`src/pkg/trig_sel_pkg.sv`:
```
package trig_sel_pkg;

    // Register map and bus answers.
    localparam int          ADDR_W       = 8;
    localparam logic [7:0]  OFS_SRC_SEL  = 8'h00;
    localparam logic [7:0]  OFS_MODE_CFG = 8'h04;
    localparam logic [7:0]  OFS_PRESC    = 8'h08;
    localparam logic [7:0]  OFS_CTRL     = 8'h0C;
    localparam logic [7:0]  OFS_STATUS   = 8'h10;
    localparam logic [1:0]  RESP_OKAY    = 2'h0;
    localparam logic [1:0]  RESP_SLVERR  = 2'h2;

    // Reset values and writable bits.
    localparam logic [7:0]  RST_SRC_SEL  = 8'h00;
    localparam logic [15:0] RST_MODE_CFG = 16'h0000;
    localparam logic [15:0] RST_PRESC    = 16'h0000;
    localparam logic [7:0]  SRC_WR_MASK  = 8'h10;
    localparam logic [15:0] MODE_WR_MASK = 16'hD7CF;

    // Field positions.
    localparam int SRC_SEL_BIT    = 4;
    localparam int CTRL_START_BIT = 0;
    localparam int STAT_LVL_BIT   = 0;
    localparam int STAT_START_BIT = 1;
    localparam int STAT_CAPT_BIT  = 2;
    localparam int STAT_BAD_BIT   = 3;

    // Prescaler shape.
    localparam int N_PRESC     = 4;
    localparam int PRESC_SEL_W = 4;
    localparam int PRESC_CNT_W = 15;

    // Field codes.
    localparam logic [1:0] CLK_SEL_0   = 2'h0;
    localparam logic [1:0] CLK_SEL_2   = 2'h1;
    localparam logic [1:0] CLK_SEL_1   = 2'h2;
    localparam logic [1:0] CLK_SEL_3   = 2'h3;
    localparam logic [2:0] TRIG_SW     = 3'h0;
    localparam logic [2:0] TRIG_EDGE   = 3'h1;
    localparam logic [2:0] TRIG_BOTH   = 3'h2;
    localparam logic [2:0] TRIG_MASTER = 3'h4;
    localparam logic [1:0] EDGE_FALL   = 2'h0;
    localparam logic [1:0] EDGE_RISE   = 2'h1;
    localparam logic [1:0] EDGE_LOW    = 2'h2;
    localparam logic [1:0] EDGE_HIGH   = 2'h3;

    typedef enum logic [2:0] {
        IDX_SRC    = 3'h0,
        IDX_MODE   = 3'h1,
        IDX_PRESC  = 3'h2,
        IDX_CTRL   = 3'h3,
        IDX_STATUS = 3'h4,
        IDX_NONE   = 3'h7
    } reg_idx_t;

    // Channel mode configuration word, laid out bit for bit.
    typedef struct packed {
        logic [1:0] op_clk_sel;
        logic       rsv13;
        logic       count_clk_src;
        logic       rsv11;
        logic [2:0] trig_sel;
        logic [1:0] edge_sel;
        logic [1:0] rsv5_4;
        logic [3:0] channel_mode;
    } mode_cfg_t;

    // Timing references and triggers handed to the counter.
    typedef struct packed {
        logic op_tick;
        logic count_tick;
        logic start;
        logic capture;
    } trig_t;

endpackage : trig_sel_pkg

```
`src/rtl/input_sync3.sv`:
```
module input_sync3 #(
    parameter int WIDTH = 2
) (
    // Clock and reset.
    input  wire logic             clk_sys,
    input  wire logic             rst_n,
    // Raw inputs and filtered levels.
    input  wire logic [WIDTH-1:0] async_in,
    output logic      [WIDTH-1:0] level
);

    logic [WIDTH-1:0] s1_q, s2_q, s3_q, lvl_q, lvl_d;

    // A level is accepted only when the second and third stage agree.
    always_comb
    begin
        lvl_d = lvl_q;
        for (int i = 0; i < WIDTH; i++)
        begin
            if (s2_q[i] == s3_q[i])
                lvl_d[i] = s3_q[i];
        end
    end

    // The first stage feeds the second stage only.
    always_ff @(posedge clk_sys or negedge rst_n)
    begin
        if (!rst_n)
        begin
            s1_q  <= '0;
            s2_q  <= '0;
            s3_q  <= '0;
            lvl_q <= '0;
        end
        else
        begin
            s1_q  <= async_in;
            s2_q  <= s1_q;
            s3_q  <= s2_q;
            lvl_q <= lvl_d;
        end
    end

    assign level = lvl_q;

endmodule : input_sync3

```
`src/rtl/prescale_div.sv`:
```
module prescale_div #(
    parameter int N     = 4,
    parameter int SEL_W = 4,
    parameter int CNT_W = 15
) (
    // Clock and reset.
    input  wire logic               clk_sys,
    input  wire logic               rst_n,
    // Per-clock power-of-two select and enable pulses.
    input  wire logic [N*SEL_W-1:0] sel,
    output logic      [N-1:0]       tick
);

    logic [CNT_W-1:0] cnt_q, cnt_d;
    logic [N-1:0]     tick_q, tick_d;

    // One free counter serves every rate, so all enables stay aligned.
    always_comb
    begin
        cnt_d = CNT_W'(cnt_q + 1'b1);
    end

    // A rate of 2^s pulses when the low s counter bits are all ones, s being clock k's select field.
    for (genvar k = 0; k < N; k++)
    begin : g_tick
        always_comb
        begin
            tick_d[k] = &(cnt_q | ({CNT_W{1'b1}} << sel[k*SEL_W +: SEL_W]));
        end
    end

    // Counter and enable registers.
    always_ff @(posedge clk_sys or negedge rst_n)
    begin
        if (!rst_n)
        begin
            cnt_q  <= '0;
            tick_q <= '0;
        end
        else
        begin
            cnt_q  <= cnt_d;
            tick_q <= tick_d;
        end
    end

    assign tick = tick_q;

endmodule : prescale_div

```
`src/rtl/timer_channel_trigger_select.sv`:
```
// Notes on behaviour
// - Source bit picks pin or event link.
// - Clock field maps codes to prescaled clocks.
// - Operation clock drives the edge detector.
// - Count on operation clock or valid edges.
// - Count clock times counter, output, interrupts.
// - Code 000: software start only.
// - Code 001: one edge starts and captures.
// - Code 010: both edges, start and capture.
// - Code 100: master interrupt triggers slave.
// - Edge codes 00 falling, 01 rising.
// - Code 10: falling starts, rising captures.
// - Code 11: rising starts, falling captures.
//
// The AXI4-Lite register port and the placing of the registers are this design's own decisions.
module timer_channel_trigger_select (
    // Clock and reset.
    input  wire logic                          clk_sys,
    input  wire logic                          rst_n,
    // AXI4-Lite register port.
    input  wire logic [trig_sel_pkg::ADDR_W-1:0] awaddr,
    input  wire logic                          awvalid,
    output logic                               awready,
    input  wire logic [31:0]                   wdata,
    input  wire logic [3:0]                    wstrb,
    input  wire logic                          wvalid,
    output logic                               wready,
    output logic [1:0]                         bresp,
    output logic                               bvalid,
    input  wire logic                          bready,
    input  wire logic [trig_sel_pkg::ADDR_W-1:0] araddr,
    input  wire logic                          arvalid,
    output logic                               arready,
    output logic [31:0]                        rdata,
    output logic [1:0]                         rresp,
    output logic                               rvalid,
    input  wire logic                          rready,
    // Timer inputs.
    input  wire logic                          channel0_timer_input_pin,
    input  wire logic                          event_link_logic_sig,
    input  wire logic                          master_irq,
    // Timing references and triggers.
    output trig_sel_pkg::trig_t                trig
);

    logic                      aw_have_q, aw_have_d, w_have_q, w_have_d;
    logic [trig_sel_pkg::ADDR_W-1:0] aw_addr_q, aw_addr_d;
    logic [31:0]               w_data_q, w_data_d;
    logic [3:0]                w_strb_q, w_strb_d;
    logic                      awready_q, awready_d, wready_q, wready_d;
    logic                      bvalid_q, bvalid_d, arready_q, arready_d;
    logic                      rvalid_q, rvalid_d;
    logic [1:0]                bresp_q, bresp_d, rresp_q, rresp_d;
    logic [31:0]               rdata_q, rdata_d;
    logic [7:0]                src_q, src_d;
    trig_sel_pkg::mode_cfg_t   mode_q, mode_d;
    logic [15:0]               presc_q, presc_d;
    logic                      sw_start_q, sw_start_d;
    logic [1:0]                sticky_q, sticky_d;
    logic                      sample_q, sample_d;
    trig_sel_pkg::trig_t       trig_q, trig_d;
    logic [15:0]               m_src, m_mode, m_presc;
    logic [1:0]                clr;
    trig_sel_pkg::reg_idx_t    wr_idx, rd_idx;
    logic [1:0]                lvl;
    logic [3:0]                ck_en;
    logic                      op_en, sel_lvl, rise_ev, fall_ev, valid_ev;
    logic                      first_ev, second_ev, bad_cfg;

    // Address decode shared by the read and write paths.
    function automatic trig_sel_pkg::reg_idx_t decode(
        input logic [trig_sel_pkg::ADDR_W-1:0] a);
        unique case (a)
            trig_sel_pkg::OFS_SRC_SEL:  decode = trig_sel_pkg::IDX_SRC;
            trig_sel_pkg::OFS_MODE_CFG: decode = trig_sel_pkg::IDX_MODE;
            trig_sel_pkg::OFS_PRESC:    decode = trig_sel_pkg::IDX_PRESC;
            trig_sel_pkg::OFS_CTRL:     decode = trig_sel_pkg::IDX_CTRL;
            trig_sel_pkg::OFS_STATUS:   decode = trig_sel_pkg::IDX_STATUS;
            default:                    decode = trig_sel_pkg::IDX_NONE;
        endcase
    endfunction : decode

    // Merges the low two byte lanes of a write into an old value.
    function automatic logic [15:0] merge16(input logic [15:0] old,
                                            input logic [31:0] nw,
                                            input logic [3:0]  strb);
        merge16 = old;
        for (int b = 0; b < 2; b++)
        begin
            if (strb[b])
                merge16[b*8 +: 8] = nw[b*8 +: 8];
        end
    endfunction : merge16

    // Both inputs take the same filter so the source switch is fair.
    input_sync3 #(
        .WIDTH (2)
    ) u_sync (
        .clk_sys  (clk_sys),
        .rst_n    (rst_n),
        .async_in ({event_link_logic_sig, channel0_timer_input_pin}),
        .level    (lvl)
    );

    // Prescaled clock enables, one field per clock.
    prescale_div #(
        .N     (trig_sel_pkg::N_PRESC),
        .SEL_W (trig_sel_pkg::PRESC_SEL_W),
        .CNT_W (trig_sel_pkg::PRESC_CNT_W)
    ) u_div (
        .clk_sys (clk_sys),
        .rst_n   (rst_n),
        .sel     (presc_q),
        .tick    (ck_en)
    );

    // Edge detection and trigger selection on the operation clock.
    always_comb
    begin
        unique case (mode_q.op_clk_sel)
            trig_sel_pkg::CLK_SEL_0: op_en = ck_en[0];
            trig_sel_pkg::CLK_SEL_2: op_en = ck_en[2];
            trig_sel_pkg::CLK_SEL_1: op_en = ck_en[1];
            trig_sel_pkg::CLK_SEL_3: op_en = ck_en[3];
        endcase
        sel_lvl = src_q[trig_sel_pkg::SRC_SEL_BIT] ? lvl[1] : lvl[0];
        // Sampling only on op_en keeps the edge detector at that rate; the input filter runs every clk_sys cycle.
        rise_ev  = op_en && sel_lvl && !sample_q;
        fall_ev  = op_en && !sel_lvl && sample_q;
        sample_d = op_en ? sel_lvl : sample_q;
        unique case (mode_q.edge_sel)
            trig_sel_pkg::EDGE_FALL: valid_ev = fall_ev;
            trig_sel_pkg::EDGE_RISE: valid_ev = rise_ev;
            trig_sel_pkg::EDGE_LOW,
            trig_sel_pkg::EDGE_HIGH: valid_ev = rise_ev || fall_ev;
        endcase
        // Odd codes start on rising, even codes on falling.
        first_ev  = mode_q.edge_sel[0] ? rise_ev : fall_ev;
        second_ev = mode_q.edge_sel[0] ? fall_ev : rise_ev;
        trig_d.op_tick    = op_en;
        trig_d.count_tick = mode_q.count_clk_src ? valid_ev : op_en;
        trig_d.start      = sw_start_q;
        trig_d.capture    = 1'b0;
        // Clocks two and three are flagged, never blocked.
        bad_cfg = mode_q.op_clk_sel[0];
        unique case (mode_q.trig_sel)
            trig_sel_pkg::TRIG_SW:
                trig_d.start = sw_start_q;
            trig_sel_pkg::TRIG_EDGE:
            begin
                trig_d.start   = sw_start_q || valid_ev;
                trig_d.capture = valid_ev;
            end
            trig_sel_pkg::TRIG_BOTH:
            begin
                trig_d.start   = sw_start_q || first_ev;
                trig_d.capture = second_ev;
            end
            trig_sel_pkg::TRIG_MASTER:
            begin
                trig_d.start   = sw_start_q || master_irq;
                trig_d.capture = master_irq;
            end
            default:
                bad_cfg = 1'b1;
        endcase
    end

    // Trigger outputs and the sampled input level.
    always_ff @(posedge clk_sys or negedge rst_n)
    begin
        if (!rst_n)
        begin
            trig_q   <= '0;
            sample_q <= 1'b0;
        end
        else
        begin
            trig_q   <= trig_d;
            sample_q <= sample_d;
        end
    end

    // Bus slave and register file; a write completes once both halves land.
    always_comb
    begin
        aw_have_d  = aw_have_q;
        aw_addr_d  = aw_addr_q;
        w_have_d   = w_have_q;
        w_data_d   = w_data_q;
        w_strb_d   = w_strb_q;
        bvalid_d   = bvalid_q;
        bresp_d    = bresp_q;
        rvalid_d   = rvalid_q;
        rresp_d    = rresp_q;
        rdata_d    = rdata_q;
        src_d      = src_q;
        mode_d     = mode_q;
        presc_d    = presc_q;
        sw_start_d = 1'b0;
        clr        = 2'h0;
        wr_idx     = decode(aw_addr_q);
        rd_idx     = decode(araddr);
        m_src      = merge16({8'h00, src_q}, w_data_q, w_strb_q);
        m_mode     = merge16(mode_q, w_data_q, w_strb_q);
        m_presc    = merge16(presc_q, w_data_q, w_strb_q);
        if (awvalid && awready_q)
        begin
            aw_have_d = 1'b1;
            aw_addr_d = awaddr;
        end
        if (wvalid && wready_q)
        begin
            w_have_d = 1'b1;
            w_data_d = wdata;
            w_strb_d = wstrb;
        end
        if (bvalid_q && bready)
            bvalid_d = 1'b0;
        if (aw_have_q && w_have_q)
        begin
            aw_have_d = 1'b0;
            w_have_d  = 1'b0;
            bvalid_d  = 1'b1;
            bresp_d   = trig_sel_pkg::RESP_OKAY;
            unique case (wr_idx)
                trig_sel_pkg::IDX_SRC:
                    src_d = m_src[7:0] & trig_sel_pkg::SRC_WR_MASK;
                trig_sel_pkg::IDX_MODE:
                    mode_d = m_mode & trig_sel_pkg::MODE_WR_MASK;
                trig_sel_pkg::IDX_PRESC:
                    presc_d = m_presc;
                trig_sel_pkg::IDX_CTRL:
                    sw_start_d = w_strb_q[0]
                                 && w_data_q[trig_sel_pkg::CTRL_START_BIT];
                trig_sel_pkg::IDX_STATUS:
                    clr = w_strb_q[0] ? w_data_q[2:1] : 2'h0;
                default:
                    bresp_d = trig_sel_pkg::RESP_SLVERR;
            endcase
        end
        // Hardware set wins over a clear in the same cycle.
        sticky_d = (sticky_q & ~clr) | {trig_d.capture, trig_d.start};
        if (rvalid_q && rready)
            rvalid_d = 1'b0;
        if (arvalid && arready_q)
        begin
            rvalid_d = 1'b1;
            rresp_d  = trig_sel_pkg::RESP_OKAY;
            unique case (rd_idx)
                trig_sel_pkg::IDX_SRC:    rdata_d = {24'h000000, src_q};
                trig_sel_pkg::IDX_MODE:   rdata_d = {16'h0000, mode_q};
                trig_sel_pkg::IDX_PRESC:  rdata_d = {16'h0000, presc_q};
                trig_sel_pkg::IDX_CTRL:   rdata_d = 32'h00000000;
                trig_sel_pkg::IDX_STATUS:
                    rdata_d = {28'h0000000, bad_cfg, sticky_q, sample_q};
                default:
                begin
                    rdata_d = 32'h00000000;
                    rresp_d = trig_sel_pkg::RESP_SLVERR;
                end
            endcase
        end
        awready_d = !aw_have_d && !bvalid_d;
        wready_d  = !w_have_d && !bvalid_d;
        arready_d = !rvalid_d;
    end

    // Bus and register state.
    always_ff @(posedge clk_sys or negedge rst_n)
    begin
        if (!rst_n)
        begin
            aw_have_q  <= 1'b0;
            aw_addr_q  <= '0;
            w_have_q   <= 1'b0;
            w_data_q   <= 32'h00000000;
            w_strb_q   <= 4'h0;
            awready_q  <= 1'b0;
            wready_q   <= 1'b0;
            bvalid_q   <= 1'b0;
            bresp_q    <= 2'h0;
            arready_q  <= 1'b0;
            rvalid_q   <= 1'b0;
            rresp_q    <= 2'h0;
            rdata_q    <= 32'h00000000;
            src_q      <= trig_sel_pkg::RST_SRC_SEL;
            mode_q     <= trig_sel_pkg::RST_MODE_CFG;
            presc_q    <= trig_sel_pkg::RST_PRESC;
            sw_start_q <= 1'b0;
            sticky_q   <= 2'h0;
        end
        else
        begin
            aw_have_q  <= aw_have_d;
            aw_addr_q  <= aw_addr_d;
            w_have_q   <= w_have_d;
            w_data_q   <= w_data_d;
            w_strb_q   <= w_strb_d;
            awready_q  <= awready_d;
            wready_q   <= wready_d;
            bvalid_q   <= bvalid_d;
            bresp_q    <= bresp_d;
            arready_q  <= arready_d;
            rvalid_q   <= rvalid_d;
            rresp_q    <= rresp_d;
            rdata_q    <= rdata_d;
            src_q      <= src_d;
            mode_q     <= mode_d;
            presc_q    <= presc_d;
            sw_start_q <= sw_start_d;
            sticky_q   <= sticky_d;
        end
    end

    // Output ports straight from their registers.
    assign awready = awready_q;
    assign wready  = wready_q;
    assign bvalid  = bvalid_q;
    assign bresp   = bresp_q;
    assign arready = arready_q;
    assign rvalid  = rvalid_q;
    assign rresp   = rresp_q;
    assign rdata   = rdata_q;
    assign trig    = trig_q;
endmodule : timer_channel_trigger_select

```
`config.mk`:
```
export PLATFORM = sky130hd
export DESIGN_NAME = timer_channel_trigger_select
export DESIGN_NICKNAME = d
export VERILOG_FILES = /design/src/pkg/trig_sel_pkg.sv /design/src/rtl/input_sync3.sv /design/src/rtl/prescale_div.sv /design/src/rtl/timer_channel_trigger_select.sv
export SDC_FILE = /design/constraint.sdc
export NUM_CORES = 1
export LEC_CHECK = 0
export BUFFER_PORTS_ARGS = -buffer_cell sky130_fd_sc_hd__buf_2
export CORE_MARGIN = 1.5
export CORE_UTILIZATION = 59
export DETAILED_ROUTE_END_ITERATION = 10
export HOLD_SLACK_MARGIN = 0.1
export PLACE_DENSITY = 0.85
export SYNTH_ARGS = -nofsm -noshare
export SYNTH_HDL_FRONTEND = slang
export SYNTH_SLANG_ARGS = --single-unit
```
`constraint.sdc`:
```
create_clock -name clk_sys -period 3.17 [get_ports clk_sys]
set_input_delay 0.634 -clock clk_sys [delete_from_list [all_inputs] [get_ports clk_sys]]
set_output_delay 0.634 -clock clk_sys [all_outputs]
set_load 0.02 [all_outputs]
```
==> metrics.md <==
| Metric | Value |
|---|---|
| Run status | `complete, no violations` |
| Arrival time reported for the critical path endpoint | `2.39 ns` |
| Clock Skews | `0.0108 ns` |
| Number of hold buffers added after CTS | `0` |
| Count of pins over their slew limit | `0` |
| Wire length reported by the detailed router | `12,000 um` |
| Worst hold path type | `input port to async pin` |
| Primary flip-flop cell chosen by synthesis mapping | `sky130_fd_sc_hd__dfrtp_1` |
| Buffering stage count on the worst path with inverters included | `0` |
| Crit-path leading delay family | `simple AND/OR/NAND/NOR gates` |
| Number of maximum-capacitance constraint violations | `0` |
| Slowest cell on the critical path | `sky130_fd_sc_hd__or3_4` |
| Switching power | `1.39 mW` |
| Leakage Power | `2.91 nW` |
| Synthesized cell area | `0.00527 sq mm` |
| Share of flip-flops with an asynchronous set or reset | `100%` |
| Mean Syn Cell Area | `11.2 sq um` |
| Number of distinct library cell variants in the gate-level netlist after synthesis | `55` |
| Die extent in x | `97.5 um` |
| Floorplan core area | `0.00868 sq mm` |
| Kind of end point of the critical path | `flip-flop` |
| Post-place instance area | `0.00564 sq mm` |
| Number of clock buffers inserted by TritonCTS | `17` |
| Die ar. | `0.00950 sq mm` |
| RD Place Congestion | `0.917` |
| Combinational share of power | `14.6%` |
| R2r endpoint | `mode_q[12]$_DFFE_PN0P_` |
| Die Ht | `97.5 um` |
| Cell-by-cell listing of the critical path | `or3_4 -> nor4_4 -> nand4_1 -> mux2_2` |
| Clock net sink count | `115` |
| Final Cycle Share | `62.4%` |
| Worst slew margin relative to its limit | `45.7%` |
| Area growth from synthesis to final layout | `18.0%` |
| Switching power as a share of total power | `30.6%` |
| Detailed-route DRC error count | `0` |
| Detailed-routing iteration count for the pre-antenna-repair pass | `5` |
| Worst Reg2Reg Path Length in Cells | `4` |
| Unrepaired setup endpoints after global routing | `no` |
| CTS clock-pin slew for the worst setup and hold paths | `0.07 ns` |
| Power after layout | `4.53 mW` |
| Vias after detailed routing | `3,980` |
| Via count of the first global-routing pass | `3,921` |
| TritonCTS clock tree | `yes` |
| Iteration-0 DRC count of the detailed router | `395` |
| Warnings, synthesis | `0` |
| Delay of the slowest critical-path stage | `0.42 ns` |
| Synthesized flop and latch total | `115` |
| Internal power | `3.14 mW` |
| Category of the critical setup timing path | `flip-flop to flip-flop` |
| Number of input and output port buffers inserted | `70` |
| Clock Power Share | `41.0%` |
| Minimum hold slack | `0.158 ns` |
| Largest fanout on the critical path | `6` |
| Final Cell Area | `0.00621 sq mm` |
| Clk_lat worst skew | `0.53 ns` |
| Tightest Pin Transition | `0.812 ns` |
| Worst endpoint required time | `3.58 ns` |
| Number of instances in the synthesized netlist | `472` |
| Total track usage | `27.3%` |
| Starting density of the core | `60.7%` |
| Achievable Freq | `506 MHz` |
| Layout cells sized above 1 | `31.1%` |
| Count of antenna-violating nets left after detailed routing | `0` |
| Root Driver | `sky130_fd_sc_hd__clkbuf_8` |
| Total congestion overflow | `0` |
| Power share of the sequential group | `44.4%` |
| Max H-tree Level | `4` |
| Antenna cells | `0` |
| Register-to-register path setup slack | `1.19 ns` |
| Largest net degree at the start of global routing | `58` |
| Worst ir drop on vdd | `0.486 mV` |
| Quantity of gates resized following cts | `0` |
| Antenna violations before repair | `0` |
| Final setup TNS | `0 ns` |
| Post-layout minimum cycle time | `1.98 ns` |
| Worst-case clock buffer depth | `2` |
| Number of endpoints with negative hold slack in the final report | `0` |
| Final setup violation count | `0` |
| EDFF count, synth | `0` |
| Worst reg2reg startpoint | `aw_addr_q[1]$_DFFE_PN0P_` |
| HPWL Detailed | `7970 um` |
| Wire length per cell after detailed routing | `18.0 um` |
| Post-CTS Repair Setup Buffers | `0` |
| Top-level I/O count | `107` |
| Crit start category | `flip-flop` |
| Power per standard cell area | `728 mW/mm^2` |
| Number of nets in the final layout | `610` |
| Part of the Yosys area used for sequential elements | `54.7%` |
| Cell Rows | `34` |
| First-pass GRT wire length | `20,100 um` |
| Average via count per standard cell | `5.96` |
| Filler instances | `596` |
through the flow:
stage	util, %	worst slack, ns	cells
2_1_floorplan	-	1.40	489
3_3_place_gp	65.0	1.00	636
3_5_place_dp	65.0	0.919	636
4_1_cts	71.6	1.20	668
5_1_grt	71.6	1.10	668
6_report	71.6	1.19	668
worst register-to-register path, cell delays in order, from the launching register on:
cell,delay [ns]
sky130_fd_sc_hd__dfrtp_1,0.37
sky130_fd_sc_hd__or3_4,0.42
sky130_fd_sc_hd__nor4_4,0.26
sky130_fd_sc_hd__nand4_1,0.40
sky130_fd_sc_hd__mux2_2,0.41
flip-flops by register name, summed over array words and instances, names as in the netlist, 4 cells and up:
name and flops:
aw_addr_q 8, mode_q 12, rdata 16, w_data_q 16, trig 4, u_div.cnt_q 15, presc_q 16, u_div.tick 4
kinds of logic after synthesis:
kind of cell | synth area share (%)
flip-flops | 54.7
XOR/XNOR | 2.16
multiplexers | 13.0
AND/OR/NAND/NOR | 13.3
adder cells (fa/ha/maj) | 0.808
AO/OA/AOI/OAI | 11.4
other | 0.0712
buffers and inverters | 4.71
final cells by class:
type | instances | area [sq um] | share of cell area [%]
inverters | 13 | 48.8 | 0.785
clock inverters | 15 | 160 | 2.58
multi-input cells | 327 | 2200 | 35.5
well taps | 108 | 135 | 2.17
flip-flops and latches | 115 | 2880 | 46.3
clock buffers | 17 | 414 | 6.66
repair buffers | 73 | 375 | 6.04
worst max-delay path by stage:
stage / cells past startpoint / slack, ns / start / endpoint
finish: 4 / 1.19 / aw_addr_q[1]$_DFFE_PN0P_ / mode_q[12]$_DFFE_PN0P_
global route: 4 / 1.10 / aw_addr_q[1]$_DFFE_PN0P_ / mode_q[12]$_DFFE_PN0P_
global placement: 6 / 1.00 / araddr[1] / rdata[6]$_DFFE_PN0P_
detailed placement: 6 / 0.92 / araddr[1] / rdata[10]$_DFFE_PN0P_
CTS: 4 / 1.20 / aw_addr_q[1]$_DFFE_PN0P_ / mode_q[12]$_DFFE_PN0P_
floorplan: 7 / 1.40 / araddr[4] / rdata[10]$_DFFE_PN0P_
layout by cell type (no fill, tap or decap), drive strengths merged, types with 4 or more instances in the layout:
master / n
nor3: 6
dfrtp: 115
a211oi: 5
inv: 24
o21ai: 33
clkbuf: 17
a22oi: 12
buf: 73
mux2: 56
or3: 4
xor2: 8
nand2b: 5
nand3: 9
nand3b: 8
nor2b: 4
a21oi: 25
conb: 18
nor2: 29
nand2: 49
xnor2: 5
nand4: 5
power by group through the flow:
stage / Sequential (mW) / Clock [mW] / Combinational [mW]
2_1_floorplan: 1.96 / 0 / 0.475
3_3_place_gp: 2.00 / 0 / 0.618
3_5_place_dp: 2.02 / 0 / 0.653
4_1_cts: 2.00 / 1.88 / 0.665
5_1_grt: 2.04 / 1.96 / 0.723
6_report: 2.01 / 1.86 / 0.662
cells in the mapped netlist, types with 2 or more instances:
| library cell | instances | area (sq um) |
|---|---|---|
| sky130_fd_sc_hd__a22o_1 | 3 | 26.3 |
| sky130_fd_sc_hd__maj3_1 | 3 | 30.0 |
| sky130_fd_sc_hd__xor2_1 | 8 | 70.1 |
| sky130_fd_sc_hd__mux2i_1 | 3 | 30.0 |
| sky130_fd_sc_hd__or2_2 | 2 | 12.5 |
| sky130_fd_sc_hd__nand2_4 | 2 | 22.5 |
| sky130_fd_sc_hd__nand2_1 | 47 | 176 |
| sky130_fd_sc_hd__a31oi_1 | 2 | 12.5 |
| sky130_fd_sc_hd__mux2_2 | 56 | 631 |
| sky130_fd_sc_hd__or3_1 | 3 | 18.8 |
| sky130_fd_sc_hd__nand3b_1 | 8 | 60.1 |
| sky130_fd_sc_hd__a2111oi_0 | 3 | 26.3 |
| sky130_fd_sc_hd__buf_2 | 3 | 15.0 |
| sky130_fd_sc_hd__nand4_1 | 4 | 25.0 |
| sky130_fd_sc_hd__buf_4 | 18 | 135 |
| sky130_fd_sc_hd__nor3_1 | 6 | 30.0 |
| sky130_fd_sc_hd__a211oi_1 | 5 | 37.5 |
| sky130_fd_sc_hd__nor2b_1 | 4 | 25.0 |
| sky130_fd_sc_hd__o22ai_1 | 2 | 12.5 |
| sky130_fd_sc_hd__inv_1 | 13 | 48.8 |
| sky130_fd_sc_hd__xnor2_1 | 5 | 43.8 |
| sky130_fd_sc_hd__nor2_1 | 29 | 109 |
| sky130_fd_sc_hd__a21boi_0 | 2 | 15.0 |
| sky130_fd_sc_hd__o21ai_0 | 33 | 165 |
| sky130_fd_sc_hd__dfrtp_1 | 115 | 2880 |
| sky130_fd_sc_hd__a22oi_1 | 12 | 90.1 |
| sky130_fd_sc_hd__clkbuf_1 | 13 | 48.8 |
| sky130_fd_sc_hd__o21bai_1 | 3 | 22.5 |
| sky130_fd_sc_hd__nand3_1 | 9 | 45.0 |
| sky130_fd_sc_hd__and2_1 | 3 | 18.8 |
| sky130_fd_sc_hd__nand2b_1 | 5 | 31.3 |
| sky130_fd_sc_hd__a21oi_1 | 25 | 125 |
layer usage:
| layer | global-route usage, % | part of all wire, % |
|---|---|---|
| met2 | 42.9 | 49 |
| met1 | 36.6 | 42 |
| met5 | 0 | 0 |
| met4 | 10.5 | 2.0 |
| met3 | 7.48 | 7.5 |
(Power assumes the default switching activity.)
